## config.mk

```make
export PLATFORM = sky130hd
export DESIGN_NAME = cpc_charger_protection_config
export DESIGN_NICKNAME = d
export VERILOG_FILES = /design/src/design/cpc_pkg.sv /design/src/design/cpc_charger_protection_config.sv /design/src/design/cpc_timer.sv
export SDC_FILE = /design/constraint.sdc
export NUM_CORES = 1
export LEC_CHECK = 0
export ABC_AREA = 1
export BUFFER_PORTS_ARGS = -buffer_cell sky130_fd_sc_hd__buf_4
export CAP_MARGIN = 5
export CORE_MARGIN = 1
export CORE_UTILIZATION = 35
export DETAILED_ROUTE_END_ITERATION = 16
export GPL_TIMING_DRIVEN = 1
export SLEW_MARGIN = 20
export SYNTH_ARGS = -nofsm -noshare
export SYNTH_HDL_FRONTEND = slang
export SYNTH_SLANG_ARGS = --single-unit
export TNS_END_PERCENT = 20
```

## constraint.sdc

```tcl
create_clock -name clk_i -period 11.65 [get_ports clk_i]
set_input_delay 1.7475 -clock clk_i [delete_from_list [all_inputs] [get_ports clk_i]]
set_output_delay 1.7475 -clock clk_i [all_outputs]
set_load 0.01 [all_outputs]
```

## src/design/cpc_pkg.sv

```systemverilog
// Operation
// Overload deglitch code 00/01/10/11 selects 1/2/5/10 ms; resets to 00.
// Input-overshoot enable lets burst mode start on input overshoot; resets clear.
// System-droop enable lets burst mode start on system droop; resets clear.
// With both burst trigger enables clear, burst mode stays fully off.
// Adapter removal clears both burst trigger enables, overriding software.
// Overload flag is one during overload cycle; writing zero ends it.
// Relax flag is one during relax cycle; writing zero ends it.
// Cycle time code 00/01/10/11 selects 20/40/80/1000 ms; resets to 00.
// External limit enable picks register limit alone, or lower of pin and register.
// Monitor direction bit: zero reports discharge current, one reports charge current.
// Low switch overcurrent threshold is 210 mV at zero, 150 mV at one.
// Fixed input overcurrent threshold: 280/200 mV or 150/100 mV by resistor select.
// Fixed input overcurrent trip stops converter at once, resumes on release.
// Enabled input overcurrent lasting past 250 us blanking disables converter.
// Input overcurrent fault clears after 250 ms clean, converter restarts.
// Input overcurrent level: 133 percent at zero, 200 percent at one.
// Enabled discharge overcurrent above threshold disables the converter.
// Discharge overcurrent level: 133 percent at zero, 200 percent at one.
// Burst mode alternates overload and relax cycles, flags follow each transition.
package cpc_pkg;

  // Register byte addresses on the serial register port
  localparam logic [7:0] ADDR_OPT2_LO = 8'h32;
  localparam logic [7:0] ADDR_OPT2_HI = 8'h33;
  localparam logic [7:0] ADDR_OPT3_LO = 8'h34;
  localparam logic [7:0] ADDR_OPT3_HI = 8'h35;

  // Reset values
  localparam logic [15:0] RST_OPT2 = 16'h00B7;
  localparam logic [15:0] RST_OPT3 = 16'h0434;

  // Field positions in the upper option byte
  localparam int unsigned BIT_OVLD_FLAG = 3;
  localparam int unsigned BIT_RELAX_FLAG = 2;

  // Clock rate and timing figures in their own units
  localparam longint unsigned CLK_HZ = 25_000_000;
  localparam longint unsigned T_DEG0_MS = 1;
  localparam longint unsigned T_DEG1_MS = 2;
  localparam longint unsigned T_DEG2_MS = 5;
  localparam longint unsigned T_DEG3_MS = 10;
  localparam longint unsigned T_CYC0_MS = 20;
  localparam longint unsigned T_CYC1_MS = 40;
  localparam longint unsigned T_CYC2_MS = 80;
  localparam longint unsigned T_CYC3_MS = 1000;
  localparam longint unsigned T_BLANK_US = 250;
  localparam longint unsigned T_RELEASE_MS = 250;

  // Derived cycle counts
  localparam int unsigned DEG0_CYC = int'(T_DEG0_MS * CLK_HZ / 1000);
  localparam int unsigned DEG1_CYC = int'(T_DEG1_MS * CLK_HZ / 1000);
  localparam int unsigned DEG2_CYC = int'(T_DEG2_MS * CLK_HZ / 1000);
  localparam int unsigned DEG3_CYC = int'(T_DEG3_MS * CLK_HZ / 1000);
  localparam int unsigned CYC0_CYC = int'(T_CYC0_MS * CLK_HZ / 1000);
  localparam int unsigned CYC1_CYC = int'(T_CYC1_MS * CLK_HZ / 1000);
  localparam int unsigned CYC2_CYC = int'(T_CYC2_MS * CLK_HZ / 1000);
  localparam int unsigned CYC3_CYC = int'(T_CYC3_MS * CLK_HZ / 1000);
  localparam int unsigned BLANK_CYC = int'(T_BLANK_US * CLK_HZ / 1_000_000);
  localparam int unsigned RELEASE_CYC = int'(T_RELEASE_MS * CLK_HZ / 1000);

  // Thresholds reported to the analog side
  localparam logic [8:0] MV_LOWSW_0 = 9'h0D2;
  localparam logic [8:0] MV_LOWSW_1 = 9'h096;
  localparam logic [8:0] MV_FIX_00 = 9'h118;
  localparam logic [8:0] MV_FIX_01 = 9'h0C8;
  localparam logic [8:0] MV_FIX_10 = 9'h096;
  localparam logic [8:0] MV_FIX_11 = 9'h064;
  localparam logic [7:0] PCT_LOW = 8'h85;
  localparam logic [7:0] PCT_HIGH = 8'hC8;

  // Upper option byte: burst mode controls, MSB first
  typedef struct packed {
    logic [1:0] ovld_deg;
    logic ovs_en;
    logic droop_en;
    logic ovld_flag;
    logic relax_flag;
    logic [1:0] tmax;
  } cpc_burst_s;

  // Lower option byte: protection controls, MSB first
  typedef struct packed {
    logic ext_lim_en;
    logic mon_dir;
    logic low_sw_sel;
    logic fixed_sel;
    logic acoc_en;
    logic acoc_lvl;
    logic batoc_en;
    logic batoc_lvl;
  } cpc_prot_s;

  // Settings handed to the analog side
  typedef struct packed {
    logic mon_charge;
    logic [8:0] low_sw_mv;
    logic [8:0] fixed_oc_mv;
    logic [7:0] acoc_pct;
    logic [7:0] batoc_pct;
  } cpc_thresh_s;

  typedef enum logic [1:0] {
    BURST_IDLE = 2'b00,
    BURST_OVLD = 2'b01,
    BURST_RELAX = 2'b10
  } cpc_burst_e;

endpackage

```

## src/design/cpc_charger_protection_config.sv

```systemverilog
`timescale 1ns/1ps
`default_nettype none
module cpc_charger_protection_config #(
  parameter int unsigned DEG0 = cpc_pkg::DEG0_CYC,
  parameter int unsigned DEG1 = cpc_pkg::DEG1_CYC,
  parameter int unsigned DEG2 = cpc_pkg::DEG2_CYC,
  parameter int unsigned DEG3 = cpc_pkg::DEG3_CYC,
  parameter int unsigned CYC0 = cpc_pkg::CYC0_CYC,
  parameter int unsigned CYC1 = cpc_pkg::CYC1_CYC,
  parameter int unsigned CYC2 = cpc_pkg::CYC2_CYC,
  parameter int unsigned CYC3 = cpc_pkg::CYC3_CYC,
  parameter int unsigned BLANK = cpc_pkg::BLANK_CYC,
  parameter int unsigned RELEASE = cpc_pkg::RELEASE_CYC
) (
  input wire logic clk_i,
  input wire logic rst_i,
  // Byte register port behind the serial host interface
  input wire logic [7:0] reg_addr_i,
  input wire logic [7:0] reg_wdata_i,
  input wire logic reg_wr_i,
  input wire logic reg_rd_i,
  output logic [7:0] reg_rdata_o,
  output logic reg_rvalid_o,
  // Analog comparator levels, asynchronous to clk_i
  input wire logic adapter_present_i,
  input wire logic input_overshoot_i,
  input wire logic system_droop_i,
  input wire logic fixed_oc_trip_i,
  input wire logic input_oc_trip_i,
  input wire logic discharge_oc_trip_i,
  // Limit codes from the pin converter and the limit register
  input wire logic [7:0] limit_setting_pin_i,
  input wire logic [7:0] input_limit_register_i,
  input wire logic input_sense_resistor_sel_i,
  // Results
  output logic [7:0] input_limit_o,
  output cpc_pkg::cpc_thresh_s thresh_o,
  output logic burst_active_o,
  output logic converter_en_o
);
  import cpc_pkg::*;

  // Picks one of four cycle counts by a two-bit code
  function automatic logic [31:0] pick4(input logic [1:0] code, input int unsigned c0,
                                        input int unsigned c1, input int unsigned c2,
                                        input int unsigned c3);
    unique case (code)
      2'b00: pick4 = 32'(c0);
      2'b01: pick4 = 32'(c1);
      2'b10: pick4 = 32'(c2);
      2'b11: pick4 = 32'(c3);
    endcase
  endfunction

  // Percentage figure for a level bit
  function automatic logic [7:0] pct(input logic lvl);
    pct = lvl ? PCT_HIGH : PCT_LOW;
  endfunction

  cpc_burst_s burst;
  cpc_prot_s prot;
  logic [15:0] opt3;
  cpc_burst_e state;
  cpc_burst_e next_state;

  // Synchroniser stages; only the second stage is read by logic
  logic [5:0] sync1;
  logic [5:0] sync2;
  logic adapter_prev;
  logic adapter_removed;
  logic s_adapter;
  logic s_ovs;
  logic s_droop;
  logic s_fixed;
  logic s_acoc;
  logic s_batoc;

  logic wr_hi;
  logic clr_ovld;
  logic clr_relax;
  logic trigger;
  logic burst_allowed;
  logic enter_expired;
  logic phase_expired;
  logic phase_restart;
  logic blank_expired;
  logic release_expired;
  logic acoc_fault;
  logic [31:0] enter_limit;
  logic [31:0] phase_limit;

  // Two flops on every analog level before use
  always_ff @(posedge clk_i or posedge rst_i) begin
    if (rst_i) begin
      sync1 <= 6'h00;
      sync2 <= 6'h00;
    end else begin
      sync1 <= {adapter_present_i, input_overshoot_i, system_droop_i,
                fixed_oc_trip_i, input_oc_trip_i, discharge_oc_trip_i};
      sync2 <= sync1;
    end
  end

  assign s_adapter = sync2[5];
  assign s_ovs = sync2[4];
  assign s_droop = sync2[3];
  assign s_fixed = sync2[2];
  assign s_acoc = sync2[1];
  assign s_batoc = sync2[0];

  // Remembers the adapter level to spot its falling edge
  always_ff @(posedge clk_i or posedge rst_i) begin
    if (rst_i) begin
      adapter_prev <= 1'b0;
    end else begin
      adapter_prev <= s_adapter;
    end
  end

  assign adapter_removed = adapter_prev && !s_adapter;
  assign wr_hi = reg_wr_i && (reg_addr_i == ADDR_OPT2_HI);
  // Writing one to a status flag does nothing; only a zero ends the cycle
  // overload clear write
  assign clr_ovld = wr_hi && !reg_wdata_i[BIT_OVLD_FLAG];
  // relax clear write
  assign clr_relax = wr_hi && !reg_wdata_i[BIT_RELAX_FLAG];

  // Burst control fields; status flag bits are not stored, they mirror state
  always_ff @(posedge clk_i or posedge rst_i) begin
    if (rst_i) begin
      burst <= cpc_burst_s'(RST_OPT2[15:8]);
    end else begin
      if (wr_hi) begin
        // deglitch code written
        burst.ovld_deg <= reg_wdata_i[7:6];
        // overshoot enable written
        burst.ovs_en <= reg_wdata_i[5];
        // droop enable written
        burst.droop_en <= reg_wdata_i[4];
        // cycle code written
        burst.tmax <= reg_wdata_i[1:0];
      end
      // removal clears enables
      if (adapter_removed) begin
        burst.ovs_en <= 1'b0;
        burst.droop_en <= 1'b0;
      end
      burst.ovld_flag <= (next_state == BURST_OVLD);
      burst.relax_flag <= (next_state == BURST_RELAX);
    end
  end

  // Protection byte and the following option register
  always_ff @(posedge clk_i or posedge rst_i) begin
    if (rst_i) begin
      prot <= cpc_prot_s'(RST_OPT2[7:0]);
      opt3 <= RST_OPT3;
    end else if (reg_wr_i) begin
      if (reg_addr_i == ADDR_OPT2_LO) begin
        prot <= cpc_prot_s'(reg_wdata_i);
      end
      if (reg_addr_i == ADDR_OPT3_LO) begin
        opt3[7:0] <= reg_wdata_i;
      end
      if (reg_addr_i == ADDR_OPT3_HI) begin
        opt3[15:8] <= reg_wdata_i;
      end
    end
  end

  // Register reads answer one cycle after the strobe; unmapped reads zero
  always_ff @(posedge clk_i or posedge rst_i) begin
    if (rst_i) begin
      reg_rdata_o <= 8'h00;
      reg_rvalid_o <= 1'b0;
    end else begin
      reg_rvalid_o <= reg_rd_i;
      if (reg_rd_i) begin
        unique case (reg_addr_i)
          ADDR_OPT2_LO: reg_rdata_o <= prot;
          ADDR_OPT2_HI: reg_rdata_o <= burst;
          ADDR_OPT3_LO: reg_rdata_o <= opt3[7:0];
          ADDR_OPT3_HI: reg_rdata_o <= opt3[15:8];
          default: reg_rdata_o <= 8'h00;
        endcase
      end
    end
  end

  // both enables off blocks burst
  assign burst_allowed = burst.ovs_en || burst.droop_en;
  // overshoot trigger path
  // droop trigger path
  assign trigger = (burst.ovs_en && s_ovs) || (burst.droop_en && s_droop);

  // deglitch length by code
  assign enter_limit = pick4(burst.ovld_deg, DEG0, DEG1, DEG2, DEG3);
  // cycle length by code
  assign phase_limit = pick4(burst.tmax, CYC0, CYC1, CYC2, CYC3);

  // Overload must persist for the deglitch time before a burst starts
  cpc_timer u_enter (
    .clk_i(clk_i),
    .rst_i(rst_i),
    .run_i(trigger && (state == BURST_IDLE)),
    .clr_i(1'b0),
    .limit_i(enter_limit),
    .expired_o(enter_expired)
  );

  // One timer serves both phases; it restarts at each phase change
  assign phase_restart = (next_state != state);

  cpc_timer u_phase (
    .clk_i(clk_i),
    .rst_i(rst_i),
    .run_i(state != BURST_IDLE),
    .clr_i(phase_restart),
    .limit_i(phase_limit),
    .expired_o(phase_expired)
  );

  // Burst sequencing; a software clear beats a timed phase change
  always_comb begin
    next_state = state;
    unique case (state)
      BURST_IDLE: begin
        if (burst_allowed && enter_expired) begin
          next_state = BURST_OVLD;
        end
      end
      // overload then relax
      BURST_OVLD: begin
        if (!burst_allowed || clr_ovld) begin
          next_state = BURST_IDLE;
        end else if (phase_expired) begin
          next_state = BURST_RELAX;
        end
      end
      // relax then repeat
      BURST_RELAX: begin
        if (!burst_allowed || clr_relax) begin
          next_state = BURST_IDLE;
        end else if (phase_expired) begin
          next_state = trigger ? BURST_OVLD : BURST_IDLE;
        end
      end
      default: next_state = BURST_IDLE;
    endcase
  end

  // Burst state register
  always_ff @(posedge clk_i or posedge rst_i) begin
    if (rst_i) begin
      state <= BURST_IDLE;
      burst_active_o <= 1'b0;
    end else begin
      state <= next_state;
      burst_active_o <= (next_state != BURST_IDLE);
    end
  end

  // blanking before input fault
  cpc_timer u_blank (
    .clk_i(clk_i),
    .rst_i(rst_i),
    .run_i(prot.acoc_en && s_acoc && !acoc_fault),
    .clr_i(1'b0),
    .limit_i(32'(BLANK)),
    .expired_o(blank_expired)
  );

  // clean time before restart
  cpc_timer u_release (
    .clk_i(clk_i),
    .rst_i(rst_i),
    .run_i(acoc_fault && !s_acoc),
    .clr_i(1'b0),
    .limit_i(32'(RELEASE)),
    .expired_o(release_expired)
  );

  // Input overcurrent fault; disabling the protection drops it at once
  always_ff @(posedge clk_i or posedge rst_i) begin
    if (rst_i) begin
      acoc_fault <= 1'b0;
    end else if (!prot.acoc_en) begin
      acoc_fault <= 1'b0;
    end else if (blank_expired) begin
      // fault after blanking
      acoc_fault <= 1'b1;
    end else if (release_expired) begin
      // non latching release
      acoc_fault <= 1'b0;
    end
  end

  // Converter gate; the fixed comparator acts without any deglitch
  always_ff @(posedge clk_i or posedge rst_i) begin
    if (rst_i) begin
      converter_en_o <= 1'b0;
    end else begin
      // fixed trip stops converter
      // discharge trip stops converter
      converter_en_o <= !s_fixed && !acoc_fault && !(prot.batoc_en && s_batoc);
    end
  end

  // Effective input current limit
  always_ff @(posedge clk_i or posedge rst_i) begin
    if (rst_i) begin
      input_limit_o <= 8'h00;
    end else if (prot.ext_lim_en && (limit_setting_pin_i < input_limit_register_i)) begin
      // lower of pin and register
      input_limit_o <= limit_setting_pin_i;
    end else begin
      // register alone
      input_limit_o <= input_limit_register_i;
    end
  end

  // Threshold settings for the analog comparators
  always_ff @(posedge clk_i or posedge rst_i) begin
    if (rst_i) begin
      thresh_o <= '0;
    end else begin
      // monitor direction
      thresh_o.mon_charge <= prot.mon_dir;
      // low switch threshold
      thresh_o.low_sw_mv <= prot.low_sw_sel ? MV_LOWSW_1 : MV_LOWSW_0;
      // fixed threshold by resistor
      unique case ({prot.fixed_sel, input_sense_resistor_sel_i})
        2'b00: thresh_o.fixed_oc_mv <= MV_FIX_00;
        2'b01: thresh_o.fixed_oc_mv <= MV_FIX_01;
        2'b10: thresh_o.fixed_oc_mv <= MV_FIX_10;
        2'b11: thresh_o.fixed_oc_mv <= MV_FIX_11;
      endcase
      // input overcurrent level
      thresh_o.acoc_pct <= pct(prot.acoc_lvl);
      // discharge overcurrent level
      thresh_o.batoc_pct <= pct(prot.batoc_lvl);
    end
  end

endmodule // cpc_charger_protection_config
`default_nettype wire

```

## src/design/cpc_timer.sv

```systemverilog
`timescale 1ns/1ps
`default_nettype none
// Counts cycles while run_i is high; expired_o rises once limit_i is reached.
module cpc_timer (
  input wire logic clk_i,
  input wire logic rst_i,
  input wire logic run_i,
  input wire logic clr_i,
  input wire logic [31:0] limit_i,
  output logic expired_o
);

  logic [31:0] count;

  // Count restarts whenever the watched condition drops or a restart is asked
  always_ff @(posedge clk_i or posedge rst_i) begin
    if (rst_i) begin
      count <= 32'h0000_0000;
    end else if (!run_i || clr_i) begin
      count <= 32'h0000_0000;
    end else if (count < limit_i) begin
      count <= count + 32'h0000_0001;
    end
  end

  // Registered so the expiry is one clean level
  always_ff @(posedge clk_i or posedge rst_i) begin
    if (rst_i) begin
      expired_o <= 1'b0;
    end else begin
      expired_o <= run_i && !clr_i && (count + 32'h0000_0001 >= limit_i);
    end
  end

endmodule // cpc_timer
`default_nettype wire

```

# == Word-level counts from Yosys, hierarchy flattened ==
# Cells that the tools add are included.
# classes
n_addsub,4
n_lt_le_gt_ge,9
n_eq_ne,22
muxes,28
reduce_logical,46
# ops
op,count
2-to-1 mux 32 bit,8
case mux 32 bit (4 select lines),2
"adder 32 x 1 -> 32 bit, second input constant",4
greater-or-equal comparator 32 bit,2
less-than comparator 32 bit,2
case mux 9 bit (4 select lines),1
"equality test 8 x 6 -> 1 bit, second input constant",4
"greater-or-equal comparator 32 x 13 -> 1 bit, second input constant",1
"greater-or-equal comparator 32 x 23 -> 1 bit, second input constant",1
"less-than comparator 32 x 13 -> 1 bit, second input constant",1
"less-than comparator 32 x 23 -> 1 bit, second input constant",1
case mux 8 bit (4 select lines),1
2-to-1 mux 7 bit,3
logical AND 1 bit,20
"equality test 2 bit, second input constant",8
2-to-1 mux 2 bit,7
"equality test 2 x 1 -> 1 bit, second input constant",5
logical NOT 1 bit,10
logical NOT 2 bit,4
less-than comparator 8 bit,1
2-to-1 mux 8 bit,1
nonzero test 2 bit,4
"!= test 2 bit, second input constant",3
case mux 2 bit (3 select lines),1
5 further kinds,14
# word_totals
regBits,233
inputBits,43
output_inout_bits,54

# == Depth between registers and ports, before layout ==
# Gate-level depths: netlist of run 1.
# depth
ltp_word,10
depth_mapped,16
ltp_nobuf,16

# == Hierarchy ==
# From an unflattened synthesis of run 1, not the netlist that was laid out.
# unflattened
cells_unflattened,2785
area_unflattened_um2,19859.0
# by_module_without_submodules
mod,n_inst,cells_per_inst,area_each_um2,seq_area_each_um2
cpc_timer,4,590,3990.1,825.8
cpc_charger_protection_config,1,425,3898.7,2089.5

# == Least setup slack after synthesis of run 1 ==
# No wires, ideal clock.
# synth_path
path_kind,input to register
from,in input_limit_register_i[1]
to,reg input_limit_o[6]
setup_ps,132
arrival_time_ps,3009
t_required_ps,11518
path_slack_ps,8508
path_stages,10
path_buffers,1
cell_sequence,inv_1 ha_1 a21boi_0 o211ai_1 nand2_1 nand4_1 o2111ai_1 clkbuf_1 nor2_1 a21oi_1
# synth_via
elab_chain_len,3
# synth_lines
element,line_no,rtl
from (decl),cpc_charger_protection_config.sv:33,"input wire logic [7:0] input_limit_register_i,"
less-than comparator 8 bit,cpc_charger_protection_config.sv:313,end else if (prot.ext_lim_en && (limit_setting_pin_i < input_limit_register_i)) begin
logical AND 1 bit,cpc_charger_protection_config.sv:313,
2-to-1 mux 8 bit,cpc_charger_protection_config.sv:313,
to (signal assigned),cpc_charger_protection_config.sv:315,input_limit_o <= limit_setting_pin_i;
to (signal assigned),cpc_charger_protection_config.sv:318,input_limit_o <= input_limit_register_i;
to (decl),cpc_charger_protection_config.sv:36,"output logic [7:0] input_limit_o,"
# No other way between the ends.
# A chain may end at the register's enable or synchronous reset.

# == Worst setup path after layout of run 1 ==
# layout_path
from,reg burst[0] (netlist name)
to,reg u_phase.count[18]
# layout_via
elab_chain_len,4
word_cells_on_any_way,7
classes_between,1 x order compare; 3 x eq/ne; 1 x mux; 2 x reduce/logical
# layout_lines
element,line_no,rtl
from (decl),cpc_charger_protection_config.sv:60,cpc_burst_s burst;
from (signal assigned),cpc_charger_protection_config.sv:131,burst <= cpc_burst_s'(RST_OPT2[15:8]);
"equality test 2 bit, or another cell as far along",cpc_charger_protection_config.sv:47,unique case (code)
case mux 32 bit (4 select lines) (*),cpc_charger_protection_config.sv:47,
less-than comparator 32 bit (*),cpc_timer.sv:21,end else if (count < limit_i) begin
nonzero test 2 bit (no line) (*),--,
to (signal assigned),cpc_timer.sv:22,count <= count + 32'h0000_0001;
to (decl),cpc_timer.sv:13,logic [31:0] count;
# Mark *: on every way between the ends. The rest lies on a longest branch, timed or not. The select of a mux whose other input is x is not followed.

==> metrics.txt, run 1 <==
# TYPE chip_impl_metric gauge
chip_impl_info{name="timing.critical_path.cells",value="inv_1, ha_1, inv_1, ha_1, nand2_1, nor3_1, nand4_1, nand3_1, nand4_1, nand2_1, nand2_1, nand3_1, o21ai_1"} 1
chip_impl_metric{name="routed_wirelength",unit="mm"} 37.26
chip_impl_metric{name="route.antenna.remaining_nets",unit=""} 0
chip_impl_info{name="worstSetupPathType",value="reg2reg"} 1
chip_impl_metric{name="max_cap_viol_count",unit=""} 0
chip_impl_metric{name="post-route-period-util",unit="%"} 37.07
chip_impl_metric{name="r2r_setup_slack",unit="ns"} 7.33
chip_impl_metric{name="finalWorstPathRequiredPeriod",unit="ns"} 4.318
chip_impl_metric{name="wire_length_of_the_first_global_routing_pass",unit="mm"} 62.27
chip_impl_metric{name="io_buffer_count",unit=""} 85
chip_impl_metric{name="timing.max_slew.rel_slack",unit="%"} 37.59
chip_impl_metric{name="post_dr_wirelength_cell",unit="um"} 14.76
chip_impl_metric{name="yosysSeqAreaShare",unit="%"} 38.89
chip_impl_metric{name="ctsLongestPathBuffers",unit=""} 3
chip_impl_metric{name="postCtsResizedCells",unit=""} 0
chip_impl_metric{name="start_util",unit="%"} 35.71
chip_impl_metric{name="clk_latency",unit="ns"} 0.55
chip_impl_metric{name="post-dp-hpwl",unit="mm"} 28.02
chip_impl_metric{name="dr.pass1.iters",unit=""} 5
chip_impl_metric{name="number_of_remaining_drc_errors",unit=""} 0
chip_impl_metric{name="detailroute.via_count",unit=""} 12564
chip_impl_metric{name="ioPinCount",unit=""} 97
chip_impl_metric{name="antenna_found_initial",unit=""} 0
chip_impl_metric{name="finalWeightedCongestion",unit=""} 0.8891
chip_impl_info{name="cts_tree",value="built"} 1
chip_impl_info{name="timing.hold.worst_endpoint",value="sync2[0]$_DFF_PP0_"} 1
chip_impl_metric{name="cts.sinks",unit=""} 215
chip_impl_metric{name="cts_max_level",unit=""} 1
chip_impl_metric{name="slew_viol_final",unit=""} 0
chip_impl_metric{name="power_leakage",unit="nW"} 7.137
chip_impl_metric{name="power.ir.vdd_worst",unit="mV"} 0.09606
chip_impl_metric{name="syn_inst_count",unit=""} 1906
chip_impl_metric{name="syn-cell-area",unit="um^2"} 13870
chip_impl_metric{name="cts.reportedPaths.clkPinSlew",unit="ns"} 0.06
chip_impl_metric{name="timing.hold.worst_path_depth",unit=""} 0
chip_impl_metric{name="total_die_area",unit="um^2"} 40420
chip_impl_info{name="timing.rr.end",value="u_phase.count[18]$_DFFE_PP0P_"} 1
chip_impl_metric{name="power_density",unit="nW/um^2"} 108.0
chip_impl_metric{name="critical-path-max-stage-delay",unit="ns"} 0.96
chip_impl_metric{name="pre_cts_ws",unit="ns"} 7.379
chip_impl_metric{name="synth-warning-count",unit=""} 0
chip_impl_metric{name="die-width",unit="um"} 201.1
chip_impl_metric{name="grt_usage",unit="%"} 18.66
chip_impl_metric{name="ys_seq_elements",unit=""} 215
chip_impl_metric{name="clock-skew-final",unit="ns"} 0.01924
chip_impl_info{name="crit_path_frequent_cell",value="nand2_1"} 1
chip_impl_info{name="grt_setup_unrepaired",value="false"} 1
chip_impl_info{name="setup.worst_path.start_class",value="flop"} 1
chip_impl_metric{name="post_synth_num_cell_types",unit=""} 51
chip_impl_metric{name="n_antenna_cell",unit=""} 0
chip_impl_metric{name="net_count_final",unit=""} 2117
chip_impl_metric{name="fp.dieH",unit="um"} 201.1
chip_impl_metric{name="coreArea",unit="um^2"} 38830
chip_impl_metric{name="numPlacedInstances",unit=""} 2478
chip_impl_metric{name="final-setup-viol-count",unit=""} 0
chip_impl_metric{name="cts.repair_timing.setup_buffer_count",unit=""} 0
chip_impl_info{name="run_status",value="completed"} 1
chip_impl_info{name="hold_path_class",value="reg2reg"} 1
chip_impl_metric{name="finalWorstSetupSlack",unit="ns"} 7.332
chip_impl_metric{name="filler_cell_count",unit=""} 3965
chip_impl_info{name="clock_tree.root_cell",value="clkbuf_16"} 1
chip_impl_metric{name="tritoncts.num_buffers",unit=""} 25
chip_impl_info{name="r2r_start",value="burst[0]$_DFFE_PP0N_"} 1
chip_impl_metric{name="drt_iter0_drc",unit=""} 795
chip_impl_info{name="min-delay-start",value="sync1[0]$_DFF_PP0_"} 1
chip_impl_metric{name="hold_viol_final",unit=""} 0
chip_impl_metric{name="clock.fmax",unit="MHz"} 231.6
chip_impl_metric{name="floorplan_row_count",unit=""} 72
chip_impl_metric{name="instances_no_fill",unit=""} 2525
chip_impl_metric{name="totalNegativeSetupSlack",unit="ns"} 0
chip_impl_metric{name="synth.avg_cell_area",unit="um^2"} 7.275
chip_impl_metric{name="worst-path-max-fanout",unit=""} 21
chip_impl_info{name="critical-path-slowest-cell",value="nand2_1"} 1
chip_impl_metric{name="largest_net_degree_at_the_start_of_global_routing",unit=""} 138
chip_impl_metric{name="arrival",unit="ns"} 4.72
chip_impl_metric{name="timing.reg2reg.worst_path_depth",unit=""} 13
chip_impl_metric{name="area.growth.synth_to_final",unit="%"} 14.51
chip_impl_metric{name="grt.overflow.total",unit=""} 0
chip_impl_metric{name="worst_pin_slew",unit="ns"} 0.9333
chip_impl_metric{name="vias_in_the_first_global_route",unit=""} 12081
chip_impl_info{name="worst_setup_path_end_kind",value="flop"} 1
chip_impl_metric{name="post-layout-total-power",unit="mW"} 1.715
chip_impl_metric{name="critPathRequiredTime",unit="ns"} 12.05
chip_impl_metric{name="routed_via_density",unit=""} 4.976
chip_impl_metric{name="drive_above_1_share",unit="%"} 9.865
chip_impl_metric{name="hold_fix_buffers_cts",unit=""} 0
==> final cells by class <==
type / count / area [um^2] / share of cell area (%)
Inverter: 227 / 859.6 / 5.413
Timing Repair Buffer: 89 / 691.9 / 4.357
Sequential cell: 215 / 5393 / 33.96
Multi-Input combinational cell: 1430 / 7401 / 46.61
Clock inverter: 15 / 197.7 / 1.245
Clock buffer: 31 / 688.2 / 4.334
Tap cell: 518 / 648.1 / 4.082
==> cell usage after synthesis, drive strengths merged <==
cell     instances  area share, %
nor3            30            1.2
a21o             4           0.22
xor2            49            3.1
nand4           42            2.0
clkbuf          10           0.27
inv            219            5.9
a21oi           71            2.6
o221ai           1          0.063
and2             2          0.090
o21ai          105            3.8
o22ai            1          0.045
nand3          166            6.1
ha              86            7.8
nor3b            2           0.11
dfstp           10            1.9
buf             34            1.6
a21boi           1          0.054
nor4             6           0.38
nand3b           4           0.22
o31ai            3           0.16
o211ai           7           0.48
a22o             4           0.25
a211o            1          0.063
o2bb2ai          1          0.063
or2              3           0.14
a211oi           5           0.27
conb             2          0.054
a31oi            1          0.045
nand2          518             14
o2111ai          4           0.25
nor2           288            8.4
dfrtp          205             37
clkinv           8           0.22
o21bai           2           0.11
xnor2           11           0.69
==> worst max-delay path, delay by kind of cell, from the launching register on <==
kind                     cells  cell delay, ns
AND/OR/NAND/NOR              8            2.71
adder cells (fa/ha/maj)      2            0.61
buffers and inverters        2            0.35
flip-flops                   1            0.43
AO/OA/AOI/OAI                1            0.08
==> cells by family (layout without fill, tap and decap cells) <==
logic type,after synthesis,after routing,share of synthesized area (%)
other,2,12,0.05416
buffers and inverters,271,362,8.057
AND/OR/NAND/NOR,1061,1061,33.02
flip-flops,215,215,38.89
XOR/XNOR,60,60,3.790
AO/OA/AOI/OAI,211,211,8.427
adder cells (fa/ha/maj),86,86,7.760
==> power breakdown <==
group,internal [mW],switching [mW],total (mW)
combinational,0.0394,0.0661,0.106
sequential,0.760,0.00770,0.768
clock,0.510,0.332,0.842
total,1.31,0.406,1.72
==> cells in the final DEF (no fill, tap or decap), types with 5 or more instances in the layout <==
master / instances
buf_4: 87
ha_1: 86
nand4_1: 40
xnor2_1: 11
nand2_2: 8
inv_1: 209
clkinvlp_4: 6
conb_1: 12
dfrtp_1: 205
clkinv_1: 8
nor2_1: 268
nor4_1: 5
nand2_1: 508
o21ai_0: 81
o211ai_1: 6
inv_2: 9
nor2_4: 7
a211oi_1: 5
nor3_1: 26
nor2_2: 13
nand3_1: 162
a21oi_1: 71
o21ai_1: 24
dfstp_2: 10
clkbuf_16: 25
xor2_1: 49
==> routing by layer <==
layer  share of wire, %  vias up  routed length [um]  track usage [%]
met5                  0        -                   0                0
met1                 48     5900               17980            26.54
met4                1.9        0                 726            5.071
li1                   -     6300                   -                -
met2                 45      313               16620            29.66
met3                5.2       51                1938            2.435
==> worst max path at each step <==
| stage | from | to | slack, ns |
|---|---|---|---|
| floorplan | rst_i | acoc_fault$_DFFE_PP0P_ | 4.04 |
| global placement | burst[0]$_DFFE_PP0N_ | u_phase.count[23]$_DFFE_PP0P_ | 7.59 |
| detailed placement | burst[0]$_DFFE_PP0N_ | u_phase.count[23]$_DFFE_PP0P_ | 7.38 |
| CTS | burst[0]$_DFFE_PP0N_ | u_phase.count[18]$_DFFE_PP0P_ | 7.38 |
| global route | burst[0]$_DFFE_PP0N_ | u_phase.count[18]$_DFFE_PP0P_ | 6.95 |
| finish | burst[0]$_DFFE_PP0N_ | u_phase.count[18]$_DFFE_PP0P_ | 7.33 |
==> through the flow <==
step	hold WS, ns	area, um^2	util, %
global route	0.3593	15880	40.90
CTS	0.3493	15840	40.80
floorplan	0.3312	13900	-
global placement	0.3404	14960	38.52
finish	0.3482	15880	40.90
detailed placement	0.3347	14960	38.52
==> state kept, by name (all words and copies together) (netlist names) <==
| signal | cells |
|---|---|
| u_phase.count | 32 |
| prot | 8 |
| converter_en_o | 1 |
| u_release.count | 32 |
| u_blank.expired_o | 1 |
| burst | 8 |
| reg_rdata_o | 8 |
| u_blank.count | 32 |
| input_limit_o | 8 |
| adapter_prev | 1 |
| u_enter.count | 32 |
| sync2 | 6 |
| u_release.expired_o | 1 |
| reg_rvalid_o | 1 |
| thresh_o | 16 |
| state | 2 |
| sync1 | 6 |
| u_enter.expired_o | 1 |
| u_phase.expired_o | 1 |
| acoc_fault | 1 |
| opt3 | 16 |
| burst_active_o | 1 |
Note: power is estimated with default switching activity, not from simulation.
==> run 2, diff against run 1 <==
- clock period: 11.65 -> 3.6 ns (I/O delays scaled with it)
==> metrics.txt, run 2 (synthesized netlist as in run 1, its figures left out) <==
# TYPE chip_impl_metric gauge
chip_impl_info{name="run_status",value="completed"} 1
chip_impl_metric{name="arrival",unit="ns"} 3.41
chip_impl_info{name="final_common_cell",value="nand2_1"} 1
chip_impl_info{name="crit_family",value="compound AO/OA/AOI/OAI gates"} 1
chip_impl_metric{name="n_antenna_cell",unit=""} 0
chip_impl_metric{name="total_switching_power",unit="mW"} 1.307
chip_impl_metric{name="worst_pin_slew",unit="ns"} 0.6843
chip_impl_metric{name="clk_latency",unit="ns"} 0.55
chip_impl_metric{name="totalNegativeSetupSlack",unit="ns"} 0
chip_impl_info{name="worst_setup_path_end_kind",value="flop"} 1
chip_impl_info{name="grt_setup_unrepaired",value="false"} 1
chip_impl_metric{name="fp.dieH",unit="um"} 201.1
chip_impl_info{name="timing.critical_path.cells",value="inv_1, ha_1, inv_1, ha_1, a21oi_1, o221ai_1, nand3_1, a21o_1, nand2_4, nand2_2, o21ai_1"} 1
chip_impl_metric{name="grt_usage",unit="%"} 18.31
chip_impl_metric{name="ioPinCount",unit=""} 97
chip_impl_metric{name="start_util",unit="%"} 35.71
chip_impl_metric{name="max_cap_viol_count",unit=""} 0
chip_impl_metric{name="hold_viol_final",unit=""} 0
chip_impl_metric{name="cts_max_level",unit=""} 1
chip_impl_metric{name="number_of_remaining_drc_errors",unit=""} 0
chip_impl_metric{name="hold_fix_buffers_cts",unit=""} 0
chip_impl_metric{name="slew_viol_final",unit=""} 0
chip_impl_metric{name="total_die_area",unit="um^2"} 40420
chip_impl_info{name="final_cell_mix",value="nand2_1, nor2_1, inv_1, dfrtp_1, nand3_1"} 1
chip_impl_info{name="setup.worst_path.start_class",value="flop"} 1
chip_impl_metric{name="routed_wirelength",unit="mm"} 36.83
chip_impl_metric{name="power_leakage",unit="nW"} 7.178
chip_impl_info{name="cts_tree",value="built"} 1
chip_impl_metric{name="tritoncts.num_buffers",unit=""} 25
chip_impl_metric{name="wire_length_of_the_first_global_routing_pass",unit="mm"} 61.39
chip_impl_metric{name="power.clock.fraction",unit="%"} 49.2
chip_impl_metric{name="detailroute.via_count",unit=""} 12534
chip_impl_metric{name="post-dp-hpwl",unit="mm"} 28.08
chip_impl_metric{name="critical-path-max-stage-delay",unit="ns"} 0.46
chip_impl_metric{name="net_count_final",unit=""} 2123
chip_impl_metric{name="pre_cts_ws",unit="ns"} 0.6574
chip_impl_metric{name="post_dr_wirelength_cell",unit="um"} 14.55
chip_impl_metric{name="area.growth.synth_to_final",unit="%"} 14.91
chip_impl_metric{name="floorplan_row_count",unit=""} 72
chip_impl_metric{name="power.ir.vdd_worst",unit="mV"} 0.2944
chip_impl_metric{name="power_density",unit="nW/um^2"} 349.8
chip_impl_metric{name="finalWorstPathRequiredPeriod",unit="ns"} 3.003
chip_impl_metric{name="timing.max_slew.rel_slack",unit="%"} 54.04
chip_impl_metric{name="sequentialPowerShare",unit="%"} 44.6
chip_impl_metric{name="routed_via_density",unit=""} 4.952
chip_impl_metric{name="ctsLongestPathBuffers",unit=""} 3
chip_impl_metric{name="critPathRequiredTime",unit="ns"} 4.01
chip_impl_info{name="timing.rr.end",value="u_enter.count[15]$_DFFE_PP0P_"} 1
chip_impl_metric{name="antenna_found_initial",unit=""} 0
chip_impl_metric{name="combinationalPowerShare",unit="%"} 6.2
chip_impl_metric{name="worst-path-stages",unit=""} 11
chip_impl_metric{name="switching_share",unit="%"} 23.44
chip_impl_info{name="critical-path-slowest-cell",value="dfrtp_1"} 1
chip_impl_metric{name="instances_no_fill",unit=""} 2531
chip_impl_info{name="hold_path_class",value="in2async"} 1
chip_impl_metric{name="numPlacedInstances",unit=""} 2485
chip_impl_metric{name="r2r_setup_slack",unit="ns"} 0.60
chip_impl_metric{name="io_buffer_count",unit=""} 85
chip_impl_metric{name="clock.fmax",unit="MHz"} 333.0
chip_impl_metric{name="postLayoutCoreUtil",unit="%"} 41.04
chip_impl_metric{name="postCtsResizedCells",unit=""} 0
chip_impl_metric{name="final-setup-viol-count",unit=""} 0
chip_impl_metric{name="internal-power",unit="mW"} 4.268
chip_impl_metric{name="grt.overflow.total",unit=""} 0
chip_impl_metric{name="clock-skew-final",unit="ns"} 0.01922
chip_impl_metric{name="coreArea",unit="um^2"} 38830
chip_impl_metric{name="die-width",unit="um"} 201.1
chip_impl_metric{name="timing.reg2reg.worst_path_depth",unit=""} 11
chip_impl_metric{name="cts.sinks",unit=""} 215
chip_impl_metric{name="cts.reportedPaths.clkPinSlew",unit="ns"} 0.06
chip_impl_info{name="worstSetupPathType",value="reg2reg"} 1
chip_impl_metric{name="finalWeightedCongestion",unit=""} 0.9244
chip_impl_metric{name="cts.repair_timing.setup_buffer_count",unit=""} 0
chip_impl_metric{name="finalWorstSetupSlack",unit="ns"} 0.5971
chip_impl_metric{name="drt_iter0_drc",unit=""} 927
chip_impl_metric{name="drive_above_1_share",unit="%"} 9.935
chip_impl_metric{name="post-route-period-util",unit="%"} 83.41
chip_impl_metric{name="post-layout-total-power",unit="mW"} 5.575
chip_impl_info{name="clock_tree.root_cell",value="clkbuf_16"} 1
chip_impl_metric{name="worst-path-max-fanout",unit=""} 19
chip_impl_metric{name="worstPathBufferInverterCount",unit=""} 2
chip_impl_metric{name="route.antenna.remaining_nets",unit=""} 0
chip_impl_metric{name="dr.pass1.iters",unit=""} 7
chip_impl_metric{name="vias_in_the_first_global_route",unit=""} 12212
chip_impl_metric{name="largest_net_degree_at_the_start_of_global_routing",unit=""} 70
chip_impl_info{name="r2r_start",value="burst[6]$_DFFE_PP0N_"} 1
[run 2: changes by cell type in the layout (fill, tap and decap cells not counted), sizes merged]
cell      change
clkbuf        +5
clkinvlp      -3
buf           +6
inv           -1
clkinv        -1
[run 2: final cells by class]
type	instances	area (um^2)
Timing Repair Buffer	95	750.7
Fill cell	3923	22890
Clock buffer	36	716.9
Clock inverter	10	170.2
Inverter	227	855.8
Multi-Input combinational cell	1430	7401
Tap cell	518	648.1
Sequential cell	215	5393
[run 2: metrics by stage]
| stage | hold WS [ns] | area, um^2 |
|---|---|---|
| 4_1_cts | 0.02894 | 15930 |
| 3_5_place_dp | 0.3411 | 15040 |
| 3_3_place_gp | 0.3387 | 15040 |
| 2_1_floorplan | 0.3312 | 13910 |
| 6_report | 0.03697 | 15940 |
| 5_1_grt | 0.05231 | 15940 |
[run 2: worst max path at each step]
| stage | endpoint | slack, ns | startpoint |
|---|---|---|---|
| after floorplan | acoc_fault$_DFFE_PP0P_ | 0.27 | rst_i |
| after global placement | u_enter.count[15]$_DFFE_PP0P_ | 0.72 | burst[6]$_DFFE_PP0N_ |
| after detailed placement | u_enter.count[15]$_DFFE_PP0P_ | 0.66 | burst[6]$_DFFE_PP0N_ |
| after CTS | u_enter.count[15]$_DFFE_PP0P_ | 0.64 | burst[6]$_DFFE_PP0N_ |
| after global routing | u_phase.count[23]$_DFFE_PP0P_ | 0.33 | burst[0]$_DFFE_PP0N_ |
| final | u_enter.count[15]$_DFFE_PP0P_ | 0.60 | burst[6]$_DFFE_PP0N_ |
[run 2: worst register-to-register path: cells and delay by family, from the launching register on]
family / cells / cell delay, ns
AO/OA/AOI/OAI: 4 / 0.76
AND/OR/NAND/NOR: 3 / 0.68
adder cells (fa/ha/maj): 2 / 0.64
flip-flops: 1 / 0.46
buffers and inverters: 2 / 0.35
[run 2: power by group through the flow]
stage | Combinational [mW] | Clock (mW) | Sequential, mW
floorplan | 0.208 | 0 | 2.53
global placement | 0.340 | 0 | 2.53
detailed placement | 0.351 | 0 | 2.53
CTS | 0.352 | 2.82 | 2.48
global route | 0.399 | 2.90 | 2.49
finish | 0.348 | 2.74 | 2.48
[run 2: metal layers]
layer  wire length, um  up-vias  GRT usage [%]
met3              1827       67          1.753
met4               931        0          5.371
met1             17580     5825          25.49
li1                  -     6316              -
met2             16490      326          30.08
met5                 0        -              0
